[src/verilog/dgc_defs.svh]
// register offsets, field positions, reset values and timing counts
`ifndef DGC_DEFS_SVH
`define DGC_DEFS_SVH

// register offsets (read address; writes add the write flag)
`define DGC_ADDR_GLOBAL_CONFIGURATION    7'h00
`define DGC_ADDR_GFLAGS   7'h01
`define DGC_ADDR_WCOUNT   7'h02
`define DGC_ADDR_REPLYCFG 7'h03
`define DGC_WRITE_FLAG    8'h80
`define DGC_WRITE_BIT     7

// global_configuration field positions
`define DGC_GC_SCALE_ANALOG 0
`define DGC_GC_INT_SENSE    1
`define DGC_GC_CHOP_MODE    2
`define DGC_GC_SHAFT        3
`define DGC_GC_MARK_PREWARN 4
`define DGC_GC_MARK_STEP    5
`define DGC_GC_PD_DISABLE   6
`define DGC_GC_MSTEP_REG    7
`define DGC_GC_STEP_FILT    8
`define DGC_GC_TEST_MODE    9

// global_flags field positions
`define DGC_GF_RESET 0
`define DGC_GF_DRV   1
`define DGC_GF_UV    2

// widths and reset values
`define DGC_GLOBAL_CONFIGURATION_W     10
`define DGC_GFLAGS_W    3
`define DGC_WCOUNT_W    8
`define DGC_DELAY_W     4
`define DGC_GLOBAL_CONFIGURATION_RST   10'h101
`define DGC_GFLAGS_RST  2'h1
`define DGC_WCOUNT_RST  8'h00
`define DGC_DELAY_RST   4'h0

// reply delay: bit times per delay unit (two units per step pair), counter width
`define DGC_BITS_PER_UNIT 7'h08
`define DGC_BITCNT_W      7

`endif

[src/verilog/dgc_pkg.sv]
// types and helpers shared by the general configuration register bank
`include "dgc_defs.svh"

package dgc_pkg;

    // one decoded serial frame: address byte and data word
    typedef struct packed {
        logic [7:0]  addr;
        logic [31:0] data;
    } dgc_req_t;

    // reply handed back to the serial transmitter
    typedef struct packed {
        logic [7:0]  addr;
        logic [31:0] data;
    } dgc_reply_t;

    // reply delay timer states, gray along idle -> wait
    typedef enum logic [1:0] {
        DGC_IDLE = 2'b00,
        DGC_WAIT = 2'b01
    } dgc_tstate_t;

    // bit times before a reply: 0,1 -> 8; each further pair adds 16
    function automatic logic [6:0] dgc_reply_bits(input logic [3:0] d);
        dgc_reply_bits = {3'b000, d[3:1], 1'b0} * `DGC_BITS_PER_UNIT + `DGC_BITS_PER_UNIT;
    endfunction

endpackage

[src/verilog/dgc_reply_timer.sv]
// reply delay timer: counts bit times before a read reply is released
`timescale 1ns/1ps
`include "dgc_defs.svh"

module dgc_reply_timer (
    input  wire logic                     clk,
    input  wire logic                     rst,
    input  wire logic                     start,
    input  wire logic [`DGC_DELAY_W-1:0]  delay,
    input  wire logic                     bit_tick,
    output logic                          done
);
    import dgc_pkg::*;

    dgc_tstate_t              state_r;
    dgc_tstate_t              state_nxt;
    logic [`DGC_BITCNT_W-1:0] cnt_r;
    logic [`DGC_BITCNT_W-1:0] cnt_nxt;
    logic                     done_r;
    logic                     done_nxt;

    // load the bit count on start, count down on each bit tick
    always_comb begin
        state_nxt = state_r;
        cnt_nxt   = cnt_r;
        done_nxt  = 1'b0;
        case (state_r)
            DGC_IDLE: begin
                if (start) begin
                    cnt_nxt   = dgc_reply_bits(delay); // RULE14
                    state_nxt = DGC_WAIT;
                end
            end
            DGC_WAIT: begin
                if (bit_tick) begin
                    cnt_nxt = cnt_r - 7'h01;
                    if (cnt_r == 7'h01) begin
                        done_nxt  = 1'b1; // RULE14
                        state_nxt = DGC_IDLE;
                    end
                end
            end
            default: state_nxt = DGC_IDLE;
        endcase
    end

    // register timer state
    always_ff @(posedge clk or posedge rst) begin
        if (rst) begin
            state_r <= DGC_IDLE;
            cnt_r   <= 7'h00;
            done_r  <= 1'b0;
        end else begin
            state_r <= state_nxt;
            cnt_r   <= cnt_nxt;
            done_r  <= done_nxt;
        end
    end

    assign done = done_r;

endmodule // dgc_reply_timer

[src/verilog/dgc_regs.sv]
// general configuration and status register bank of the stepper driver
`timescale 1ns/1ps
`include "dgc_defs.svh"

// Behaviour
// RULE1: prewarning select set puts overtemperature prewarning on the marker output.
// RULE2: marker step bit makes marker toggle per internal step; else prewarning select rules.
// RULE3: power-down pin drives standstill reduction only while its disable bit is zero.
// RULE4: a host using the serial interface sets the power-down pin disable bit.
// RULE5: microstep source bit picks resolution pins (zero) or microstep register (one).
// RULE6: step filter bit, reset one, enables step optimization and filtered period readback.
// RULE7: analog test bit routes probe to enable pin, pull-down off, driver enabled.
// RULE8: writing one to a global flag clears it; zero leaves it unchanged.
// RULE9: reset flag is set after any reset and held until host clears it.
// RULE10: driver error flag set on shutdown; clear fails while an error remains active.
// RULE11: undervoltage flag mirrors charge pump undervoltage live and disables the driver.
// RULE12: 8-bit write counter counts each good serial write, reads leave it alone.
// RULE13: write counter wraps from 255 to 0.
// RULE14: read reply waits 8 bit times for delay 0,1, plus 16 per pair up.
// RULE15: write frames carry address plus 0x80, reads the plain address.
// RULE16: registers power up at zero unless another default is given.
// RULE17: with prewarning select zero the marker shows first microstep position.
// RULE18: unimplemented bits read zero and ignore writes.
module dgc_regs (
    input  wire logic                SYS_CLK,
    input  wire logic                RST,
    input  wire logic                FRAME_VALID,
    input  wire dgc_pkg::dgc_req_t   FRAME_REQ,
    input  wire logic                BIT_TICK,
    input  wire logic                STEP_EVENT,
    input  wire logic                MSTEP_FIRST_POS,
    input  wire logic                OT_PREWARN,
    input  wire logic                DRV_SHUTDOWN,
    input  wire logic                DRV_ERR_ACTIVE,
    input  wire logic                PUMP_UNDERVOLTAGE,
    input  wire logic                PDN_PIN,
    input  wire logic                ENABLE_LOW_PIN,
    input  wire logic                RESOLUTION_PIN_A,
    input  wire logic                RESOLUTION_PIN_B,
    output logic                     INDEX_OUT,
    output logic                     STANDSTILL_REDUCE,
    output logic                     MSTEP_FROM_REG,
    output logic [1:0]               RES_PINS,
    output logic                     STEP_FILTER_EN,
    output logic                     TEST_PROBE_EN,
    output logic                     ENABLE_PULLDOWN_OFF,
    output logic                     DRIVER_ENABLE,
    output logic [3:0]               GLOBAL_CONFIGURATION_LOW,
    output logic                     REPLY_VALID,
    output dgc_pkg::dgc_reply_t      REPLY
);
    import dgc_pkg::*;

    // ------------------------------------------------------------
    // pin synchronisers
    // ------------------------------------------------------------
    localparam int NSYNC = 7;
    logic [NSYNC-1:0] sync1_r;
    logic [NSYNC-1:0] sync2_r;
    logic             otpw_s;
    logic             shut_s;
    logic             erract_s;
    logic             uv_s;
    logic             pdn_s;
    logic             enn_s;
    logic [1:0]       res_s;

    // two flops per asynchronous level, first stage read only by the second
    always_ff @(posedge SYS_CLK or posedge RST) begin
        if (RST) begin
            sync1_r <= '0;
            sync2_r <= '0;
        end else begin
            sync1_r <= {RESOLUTION_PIN_B, RESOLUTION_PIN_A, ENABLE_LOW_PIN, PDN_PIN,
                        PUMP_UNDERVOLTAGE, DRV_ERR_ACTIVE, OT_PREWARN};
            sync2_r <= sync1_r;
        end
    end

    assign otpw_s   = sync2_r[0];
    assign erract_s = sync2_r[1];
    assign uv_s     = sync2_r[2];
    assign pdn_s    = sync2_r[3];
    assign enn_s    = sync2_r[4];
    assign res_s    = sync2_r[6:5];

    // shutdown is a brief event from the analog side: catch it with its own pair
    logic shut1_r;
    logic shut2_r;
    always_ff @(posedge SYS_CLK or posedge RST) begin
        if (RST) begin
            shut1_r <= 1'b0;
            shut2_r <= 1'b0;
        end else begin
            shut1_r <= DRV_SHUTDOWN;
            shut2_r <= shut1_r;
        end
    end
    assign shut_s = shut2_r;

    // ------------------------------------------------------------
    // frame decode
    // ------------------------------------------------------------
    logic       is_write;
    logic       is_read;
    logic [6:0] reg_addr;

    // bit 7 of the address byte marks a write
    assign is_write = FRAME_VALID & FRAME_REQ.addr[`DGC_WRITE_BIT];  // RULE15
    assign is_read  = FRAME_VALID & ~FRAME_REQ.addr[`DGC_WRITE_BIT]; // RULE15
    assign reg_addr = FRAME_REQ.addr[6:0];

    // ------------------------------------------------------------
    // register state
    // ------------------------------------------------------------
    logic [`DGC_GLOBAL_CONFIGURATION_W-1:0]  global_configuration_r;
    logic [`DGC_GLOBAL_CONFIGURATION_W-1:0]  global_configuration_nxt;
    logic [1:0]               gflags_r;   // reset and driver error, sticky
    logic [1:0]               gflags_nxt;
    logic [`DGC_WCOUNT_W-1:0] wcount_r;
    logic [`DGC_WCOUNT_W-1:0] wcount_nxt;
    logic [`DGC_DELAY_W-1:0]  delay_r;
    logic [`DGC_DELAY_W-1:0]  delay_nxt;
    logic                     step_tgl_r;
    logic                     step_tgl_nxt;

    // writes, flag set/clear, counter and marker toggle
    always_comb begin
        global_configuration_nxt    = global_configuration_r;
        gflags_nxt   = gflags_r;
        wcount_nxt   = wcount_r;
        delay_nxt    = delay_r;
        step_tgl_nxt = step_tgl_r ^ STEP_EVENT; // RULE2
        if (is_write) begin
            wcount_nxt = wcount_r + 8'h01; // RULE12 RULE13
            case (reg_addr)
                `DGC_ADDR_GLOBAL_CONFIGURATION: begin
                    global_configuration_nxt = FRAME_REQ.data[`DGC_GLOBAL_CONFIGURATION_W-1:0]; // RULE18
                end
                `DGC_ADDR_GFLAGS: begin
                    if (FRAME_REQ.data[`DGC_GF_RESET]) begin
                        gflags_nxt[`DGC_GF_RESET] = 1'b0; // RULE8 RULE9
                    end
                    if (FRAME_REQ.data[`DGC_GF_DRV] && !erract_s) begin
                        gflags_nxt[`DGC_GF_DRV] = 1'b0; // RULE8 RULE10
                    end
                end
                `DGC_ADDR_REPLYCFG: begin
                    delay_nxt = FRAME_REQ.data[11:8]; // RULE14
                end
                default: ;
            endcase
        end
        // a new shutdown in the clearing cycle wins over the clear
        if (shut_s) begin
            gflags_nxt[`DGC_GF_DRV] = 1'b1; // RULE10
        end
    end

    // register bank flops; reset flag comes up set
    always_ff @(posedge SYS_CLK or posedge RST) begin
        if (RST) begin
            global_configuration_r    <= `DGC_GLOBAL_CONFIGURATION_RST;  // RULE6 RULE16
            gflags_r   <= `DGC_GFLAGS_RST; // RULE9
            wcount_r   <= `DGC_WCOUNT_RST; // RULE16
            delay_r    <= `DGC_DELAY_RST;
            step_tgl_r <= 1'b0;
        end else begin
            global_configuration_r    <= global_configuration_nxt;
            gflags_r   <= gflags_nxt;
            wcount_r   <= wcount_nxt;
            delay_r    <= delay_nxt;
            step_tgl_r <= step_tgl_nxt;
        end
    end

    // ------------------------------------------------------------
    // read reply
    // ------------------------------------------------------------
    dgc_reply_t rd_r;
    dgc_reply_t rd_nxt;
    logic       rvalid_r;
    logic       timer_done;

    // capture the read data when the request arrives; unmapped reads zero
    always_comb begin
        rd_nxt = rd_r;
        if (is_read) begin
            rd_nxt.addr = FRAME_REQ.addr;
            case (reg_addr)
                `DGC_ADDR_GLOBAL_CONFIGURATION:  rd_nxt.data = {22'h0, global_configuration_r};
                `DGC_ADDR_GFLAGS: rd_nxt.data = {29'h0, uv_s, gflags_r}; // RULE11
                `DGC_ADDR_WCOUNT: rd_nxt.data = {24'h0, wcount_r};
                default:          rd_nxt.data = 32'h0; // RULE18
            endcase
        end
    end

    dgc_reply_timer u_timer (
        .clk      (SYS_CLK),
        .rst      (RST),
        .start    (is_read),
        .delay    (delay_r),
        .bit_tick (BIT_TICK),
        .done     (timer_done)
    );

    // reply register and release pulse
    always_ff @(posedge SYS_CLK or posedge RST) begin
        if (RST) begin
            rd_r     <= '0;
            rvalid_r <= 1'b0;
        end else begin
            rd_r     <= rd_nxt;
            rvalid_r <= timer_done; // RULE14
        end
    end

    // ------------------------------------------------------------
    // driver control outputs
    // ------------------------------------------------------------
    logic [11:0] ctl_r;
    logic [11:0] ctl_nxt;
    logic        marker;

    // marker source: step toggle, prewarning or first microstep position
    always_comb begin
        if (global_configuration_r[`DGC_GC_MARK_STEP]) begin
            marker = step_tgl_r; // RULE2
        end else if (global_configuration_r[`DGC_GC_MARK_PREWARN]) begin
            marker = otpw_s; // RULE1
        end else begin
            marker = MSTEP_FIRST_POS; // RULE17
        end
        ctl_nxt[0]    = marker;
        ctl_nxt[1]    = ~global_configuration_r[`DGC_GC_PD_DISABLE] & pdn_s; // RULE3
        ctl_nxt[2]    = global_configuration_r[`DGC_GC_MSTEP_REG]; // RULE5
        ctl_nxt[4:3]  = res_s; // RULE5
        ctl_nxt[5]    = global_configuration_r[`DGC_GC_STEP_FILT]; // RULE6
        ctl_nxt[6]    = global_configuration_r[`DGC_GC_TEST_MODE]; // RULE7
        ctl_nxt[7]    = (global_configuration_r[`DGC_GC_TEST_MODE] | ~enn_s) & ~uv_s; // RULE7 RULE11
        ctl_nxt[11:8] = global_configuration_r[3:0];
    end

    always_ff @(posedge SYS_CLK or posedge RST) begin
        if (RST) begin
            ctl_r <= '0;
        end else begin
            ctl_r <= ctl_nxt;
        end
    end

    assign INDEX_OUT           = ctl_r[0];
    assign STANDSTILL_REDUCE   = ctl_r[1];
    assign MSTEP_FROM_REG      = ctl_r[2];
    assign RES_PINS            = ctl_r[4:3];
    assign STEP_FILTER_EN      = ctl_r[5];
    assign TEST_PROBE_EN       = ctl_r[6];
    assign ENABLE_PULLDOWN_OFF = ctl_r[6];
    assign DRIVER_ENABLE       = ctl_r[7];
    assign GLOBAL_CONFIGURATION_LOW           = ctl_r[11:8];
    assign REPLY_VALID         = rvalid_r;
    assign REPLY               = rd_r;

endmodule // dgc_regs

[config.mk]
export PLATFORM = sky130hd
export DESIGN_NAME = dgc_regs
export DESIGN_NICKNAME = d
export VERILOG_FILES = /design/src/verilog/dgc_pkg.sv /design/src/verilog/dgc_reply_timer.sv /design/src/verilog/dgc_regs.sv
export VERILOG_INCLUDE_DIRS = /design/src /design/src/verilog
export SDC_FILE = /design/constraint.sdc
export NUM_CORES = 1
export LEC_CHECK = 0
export BUFFER_PORTS_ARGS = -buffer_cell sky130_fd_sc_hd__buf_2
export CORE_ASPECT_RATIO = 1.4
export CORE_MARGIN = 4
export CORE_UTILIZATION = 45
export CTS_BUF_LIST = sky130_fd_sc_hd__clkbuf_16
export CTS_CLUSTER_DIAMETER = 80
export CTS_CLUSTER_SIZE = 40
export DETAILED_ROUTE_END_ITERATION = 8
export HOLD_SLACK_MARGIN = 0.08
export PLACE_DENSITY = 0.82
export SLEW_MARGIN = 20
export SYNTH_ARGS = -nofsm -noshare
export SYNTH_HDL_FRONTEND = slang
export SYNTH_SLANG_ARGS = --single-unit
[constraint.sdc]
create_clock -name SYS_CLK -period 2.45 [get_ports SYS_CLK]
set_clock_uncertainty 0.15 [all_clocks]
set_input_delay 0.3675 -clock SYS_CLK [delete_from_list [all_inputs] [get_ports SYS_CLK]]
set_output_delay 0.3675 -clock SYS_CLK [all_outputs]
set_load 0.005 [all_outputs]
## After elaboration in Yosys (flattened, before gate mapping)

Index checks and enable logic that the tools add are counted.

| word-level totals | value |
|---|---|
| register bits | 104 |
| bits in latches | 0 |
| RAM bits | 0 |
| bits in read-only memories | 0 |
| output and inout bits | 54 |
| word-level logic and storage cells | 70 |
| memories | 0 |

| cells by class | value |
|---|---|
| add/subtract/negate cells | 3 |
| multiply operators | 0 |
| div/mod/pow operators | 0 |
| $lt $le $gt $ge | 0 |
| eq/ne operators | 8 |
| shifts and indexed selects | 0 |
| mux-type cells | 18 |
| bitwise operators | 10 |
| reduce and logical (&&, ||, !) cells | 14 |

Operator list:

| operator | number |
|---|---|
| $pmux W10 S3 | 1 |
| $eq A7 B1 Y1 const B | 2 |
| $eq A7 B2 Y1 const B | 2 |
| $mux W7 | 2 |
| $pmux W7 S2 | 1 |
| $reduce_and A3 Y1 | 4 |
| $mux W2 | 5 |
| $add A8 B1 Y8 const B | 1 |
| $mux W1 | 8 |
| $reduce_bool A2 Y1 | 4 |
| $add A7 B4 Y7 const B | 1 |
| $logic_not A7 Y1 | 1 |
| $sub A7 B1 Y7 const B | 1 |
| $and A1 B1 Y1 | 4 |
| $ne A2 B2 Y1 const B | 2 |
| $not A1 Y1 | 4 |
| $pmux W2 S2 | 1 |
| $reduce_and A2 Y1 | 2 |
| $eq A2 B1 Y1 const B | 1 |
| $logic_not A2 Y1 | 1 |
| $ne A2 B1 Y1 const B | 1 |
| $logic_and A1 B1 Y1 | 1 |
| $logic_not A1 Y1 | 1 |
| $or A1 B1 Y1 | 1 |
| $xor A1 B1 Y1 | 1 |

## Depth between registers and ports, before layout

| logic depth | value |
|---|---|
| depth in word-level cells | 6 |
| mapped depth | 5 |

## Modules after synthesis

A second synthesis with hierarchy kept.

| unflattened totals | value |
|---|---|
| cells, all modules | 245 |
| area, all modules | 3304.4 um^2 |

By module, submodules not included:

| module | instances | cells an instance | area each (um^2) | seq. area each (um^2) |
|---|---|---|---|---|
| dgc_regs | 1 | 197 | 2824.0 | 1805.5 |
| dgc_reply_timer | 1 | 48 | 480.5 | 225.2 |

## Least setup slack after synthesis

Ideal clock, no wire load.

| path | value |
|---|---|
| path kind | input to register |
| start | input FRAME_REQ[36] (netlist name) |
| end | register global_configuration_r[1] |
| setup time | 125 ps |
| arrival time | 1666 ps |
| slack | 509 ps |
| stages | 4 |
| buffers on the path | 1 |
| cell sequence | or4_4 > nor4b_2 > buf_4 > mux2_2 |

| between the ends | value |
|---|---|
| cells in the longest elaborated chain, start to end | 2 |

RTL lines:

| what | line | text |
|---|---|---|
| from (decl) | dgc_regs.sv:28 | `input wire dgc_pkg::dgc_req_t FRAME_REQ,` |
| $logic_not A7 Y1 | dgc_regs.sv:136 | `case (reg_addr)` |
| $reduce_and A2 Y1 (no line) | n/a |  |
| to (signal assigned) | dgc_regs.sv:163 | `` global_configuration_r <= `DGC_GLOBAL_CONFIGURATION_RST; `` |
| to (signal assigned) | dgc_regs.sv:169 | `global_configuration_r <= global_configuration_nxt;` |
| to (decl) | dgc_regs.sv:116 | `` logic [`DGC_GLOBAL_CONFIGURATION_W-1:0] global_configuration_r; `` |

Every way passes these cells.
A chain may end at the register's enable or synchronous reset.

## Final worst setup path

| path | value |
|---|---|
| start | input FRAME_REQ[36] (netlist name) |
| end | register global_configuration_r[2] |

The elaborated chain is that of the path after synthesis.

==> results.ini <==
[cts]
clock_latency_ns = 0.33
htreeDepth = 3
cts_tree = built
cts_resized = 0
root_buffer = clkbuf_16
clk_pin_slew_ns = 0.06
cts_setup_buffers = 0
clk_path_buf_depth = 2
cts_inserted_buffers = 9
clock_sinks = 80

[routing]
drc = 0
wire_per_inst_um = 14.5
vias = 2128
firstDrtPassIters = 4
antenna_left = 0
routed_via_density = 4.85
drt_iter0_markers = 118
wl_um = 6380

[synthesis]
synth_top_area_share_pct = 59.3
synth_largest_area_cell = dfrtp_1
syn-cell-area_um2 = 3250
synth.avg_cell_area_um2 = 12.5
synth_warnings = 0
synthTopCellsByArea = dfrtp_1, buf_4, nand2_1
ys_types = 45
ys_ff_latch = 80
seq_area_frac_synth_pct = 61.7
synth_cells = 260

[layout]
antennaDiodeCount = 0
fin_util_pct = 57.7
area_growth_pct = 24.0
finish.net_count = 396
fin_cells = 439
drive_above_1_share_pct = 29.7
fillers = 591

[timing]
fmax_mhz = 526
period_minus_slack_ns = 1.90
rsz0062_at_grt = false
setup_violations = 0
slew_violations = 0
slew_headroom_pct = 55.0
period_share_pct = 77.6
final_hold_viol_count = 0
worst_slew_pin_slew_ns = 0.675
final.setup.tns_ns = 0

[setup_path]
cp.required_ns = 2.51
start_kind = primary input
critPathArrivalTime_ns = 1.96
worstSetupPathType = primary input to register
r2r_setup_slack_ns = 0.64
crit_fanout = 7
end_kind = register

[global_route]
grt_antenna_before_repair = 0
grt_pass1_wl_um = 10400
grt_usage_pct = 15.9
grt_start_max_net_pins = 81
grt-ovfl-total = 0
grt_pass1_vias = 2169

[pwr]
vdd_drop_max_mv = 0.650
leakagePower_nw = 2.02
cellPowerDensity_nw_per_um2 = 854

[die]
ios = 108
initial_core_util_pct = 46.5
rows = 36
die-area_um2 = 8660
die_x_um = 79.8
dieHeight_um = 109
coreArea_um2 = 6980

[place]
gp_congestion = 0.780
dp_hpwl_um = 4470
port_buffers = 65
dp.cells = 413

[run]
maxCapViolCount = 0

[hold_path]
min-delay-path-class = primary input to register

[outcome]
status = finished, final reports clean

## cells in the final DEF, fill, tap and decap left out, types with 2 or more instances in the layout
master	netlist	final
bufinv_16	0	2
and3b_1	2	2
dlygate4sd3_1	0	10
a22o_1	3	3
ha_1	3	3
o21ai_0	2	2
clkbuf_16	0	9
buf_2	1	65
buf_4	24	5
xnor2_1	9	9
nor3_1	2	2
a21oi_1	4	4
nand3_1	2	2
o2bb2ai_1	3	3
mux2i_1	12	12
nor2b_1	3	3
and2_1	3	3
a211oi_1	2	2
dfrtp_1	77	77
conb_1	1	22
or4_1	2	2
and3_1	2	2
dfstp_2	3	3
mux2_2	10	10
clkinvlp_4	0	3
inv_1	4	4
a31oi_1	2	2
xor2_1	3	3
nand4_1	4	4
mux2_1	4	4
nand2_1	39	39
o31ai_1	7	7
or3_1	2	2
nor2_1	3	3
## final cells by class
type                    count  area, um2  area share [%]
flip-flops and latches     80       2010            49.8
multi-input cells         163       1090            27.0
repair buffers             81        483            12.0
clock inverters             7       87.6            2.18
well taps                  95        119            2.95
clock buffers               9        225            5.59
inverters                   4       18.8           0.466
## final timing paths
| check | start | cells past startpoint | endpoint |
|---|---|---|---|
| hold reg to reg | sync1_r[2] | 0 | sync2_r[2] |
| setup / recovery | FRAME_REQ[36] | 5 | global_configuration_r[2] |
| min in group asynchronous | RST | 4 | sync1_r[1] |
| hold / removal | FRAME_REQ[4] | 2 | global_configuration_r[4] |
| max in group asynchronous | RST | 4 | global_configuration_r[2] |
| setup reg to reg | u_timer.cnt_r[3] | 3 | u_timer.state_r[0] |
## cells by family (layout without fill, tap and decap cells)
kind of cell / after synthesis / after routing / synth area share [%]
XOR/XNOR: 12 / 12 / 3.24
multiplexers: 26 / 26 / 8.55
AO/OA/AOI/OAI: 26 / 26 / 5.93
other: 1 / 22 / 0.115
buffers and inverters: 38 / 101 / 7.20
flip-flops: 80 / 80 / 61.7
adder cells (fa/ha/maj): 3 / 3 / 1.16
AND/OR/NAND/NOR: 74 / 74 / 12.1
## worst max-delay path, cell delays in order
cell	delay, ns
buf_2	0.11
or4_4	0.56
nor4b_2	0.33
buf_4	0.25
mux2_2	0.34
## where the power goes
part           switching, mW  total, mW  leakage (nW)  internal, mW
sequential             0.152       1.64          1.01          1.48
combinational          0.210      0.426         0.859         0.216
clock                  0.494       1.38         0.150         0.882
## flip-flops by register name, summed over array words and instances (netlist names), 2 cells and up
signal	count
sync1_r	7
sync2_r	7
gflags_r	2
delay_r	3
REPLY	18
wcount_r	8
u_timer.cnt_r	7
global_configuration_r	10
ctl_r	12
## metal layers
metal | routed length [um] | vias up | track usage, %
met4 | 97 | 0 | 5.56
li1 | - | 1008 | -
met1 | 2620 | 1049 | 19.4
met2 | 3290 | 61 | 27.0
met3 | 376 | 10 | 4.33
met5 | 0 | - | 0
## per-stage QoR
stage | worst slack [ns] | cell area (um2) | hold slack [ns] | power (mW)
finish | 0.549 | 4030 | 0.120 | 3.44
global route | 0.455 | 4030 | 0.112 | 3.63
global placement | 0.263 | 3610 | 0.183 | 2.05
floorplan | 0.509 | 3330 | 0.181 | 1.95
CTS | 0.562 | 4030 | 0.107 | 3.48
detailed placement | 0.210 | 3610 | 0.186 | 2.08
## Yosys cell counts
master     instances
a211oi_1           2
a21o_1             1
a21oi_1            4
a22o_1             3
a31oi_1            2
and2_1             3
and3_1             2
and3b_1            2
and4b_1            1
buf_1              3
buf_2              1
buf_4             24
clkbuf_1           6
conb_1             1
dfrtp_1           77
dfstp_2            3
ha_1               3
inv_1              4
mux2_1             4
mux2_2            10
mux2i_1           12
nand2_1           39
nand2b_1           1
nand3_1            2
nand4_1            4
nand4b_1           1
nor2_1             3
nor2b_1            3
nor3_1             2
nor3b_1            1
nor4_1             1
nor4b_1            1
nor4b_2            1
nor4bb_1           1
o21ai_0            2
o22ai_1            1
o2bb2ai_1          3
o31ai_1            7
o41ai_2            1
or3_1              2
or4_1              2
or4_4              1
or4b_1             1
xnor2_1            9
xor2_1             3
## repair_timing
action,in CTS,in global routing
endpoints found under the setup margin,0,0
hold endpoints to repair,86,0
hold buffers,10,0
No activity file was read; power rests on OpenSTA's default activity.
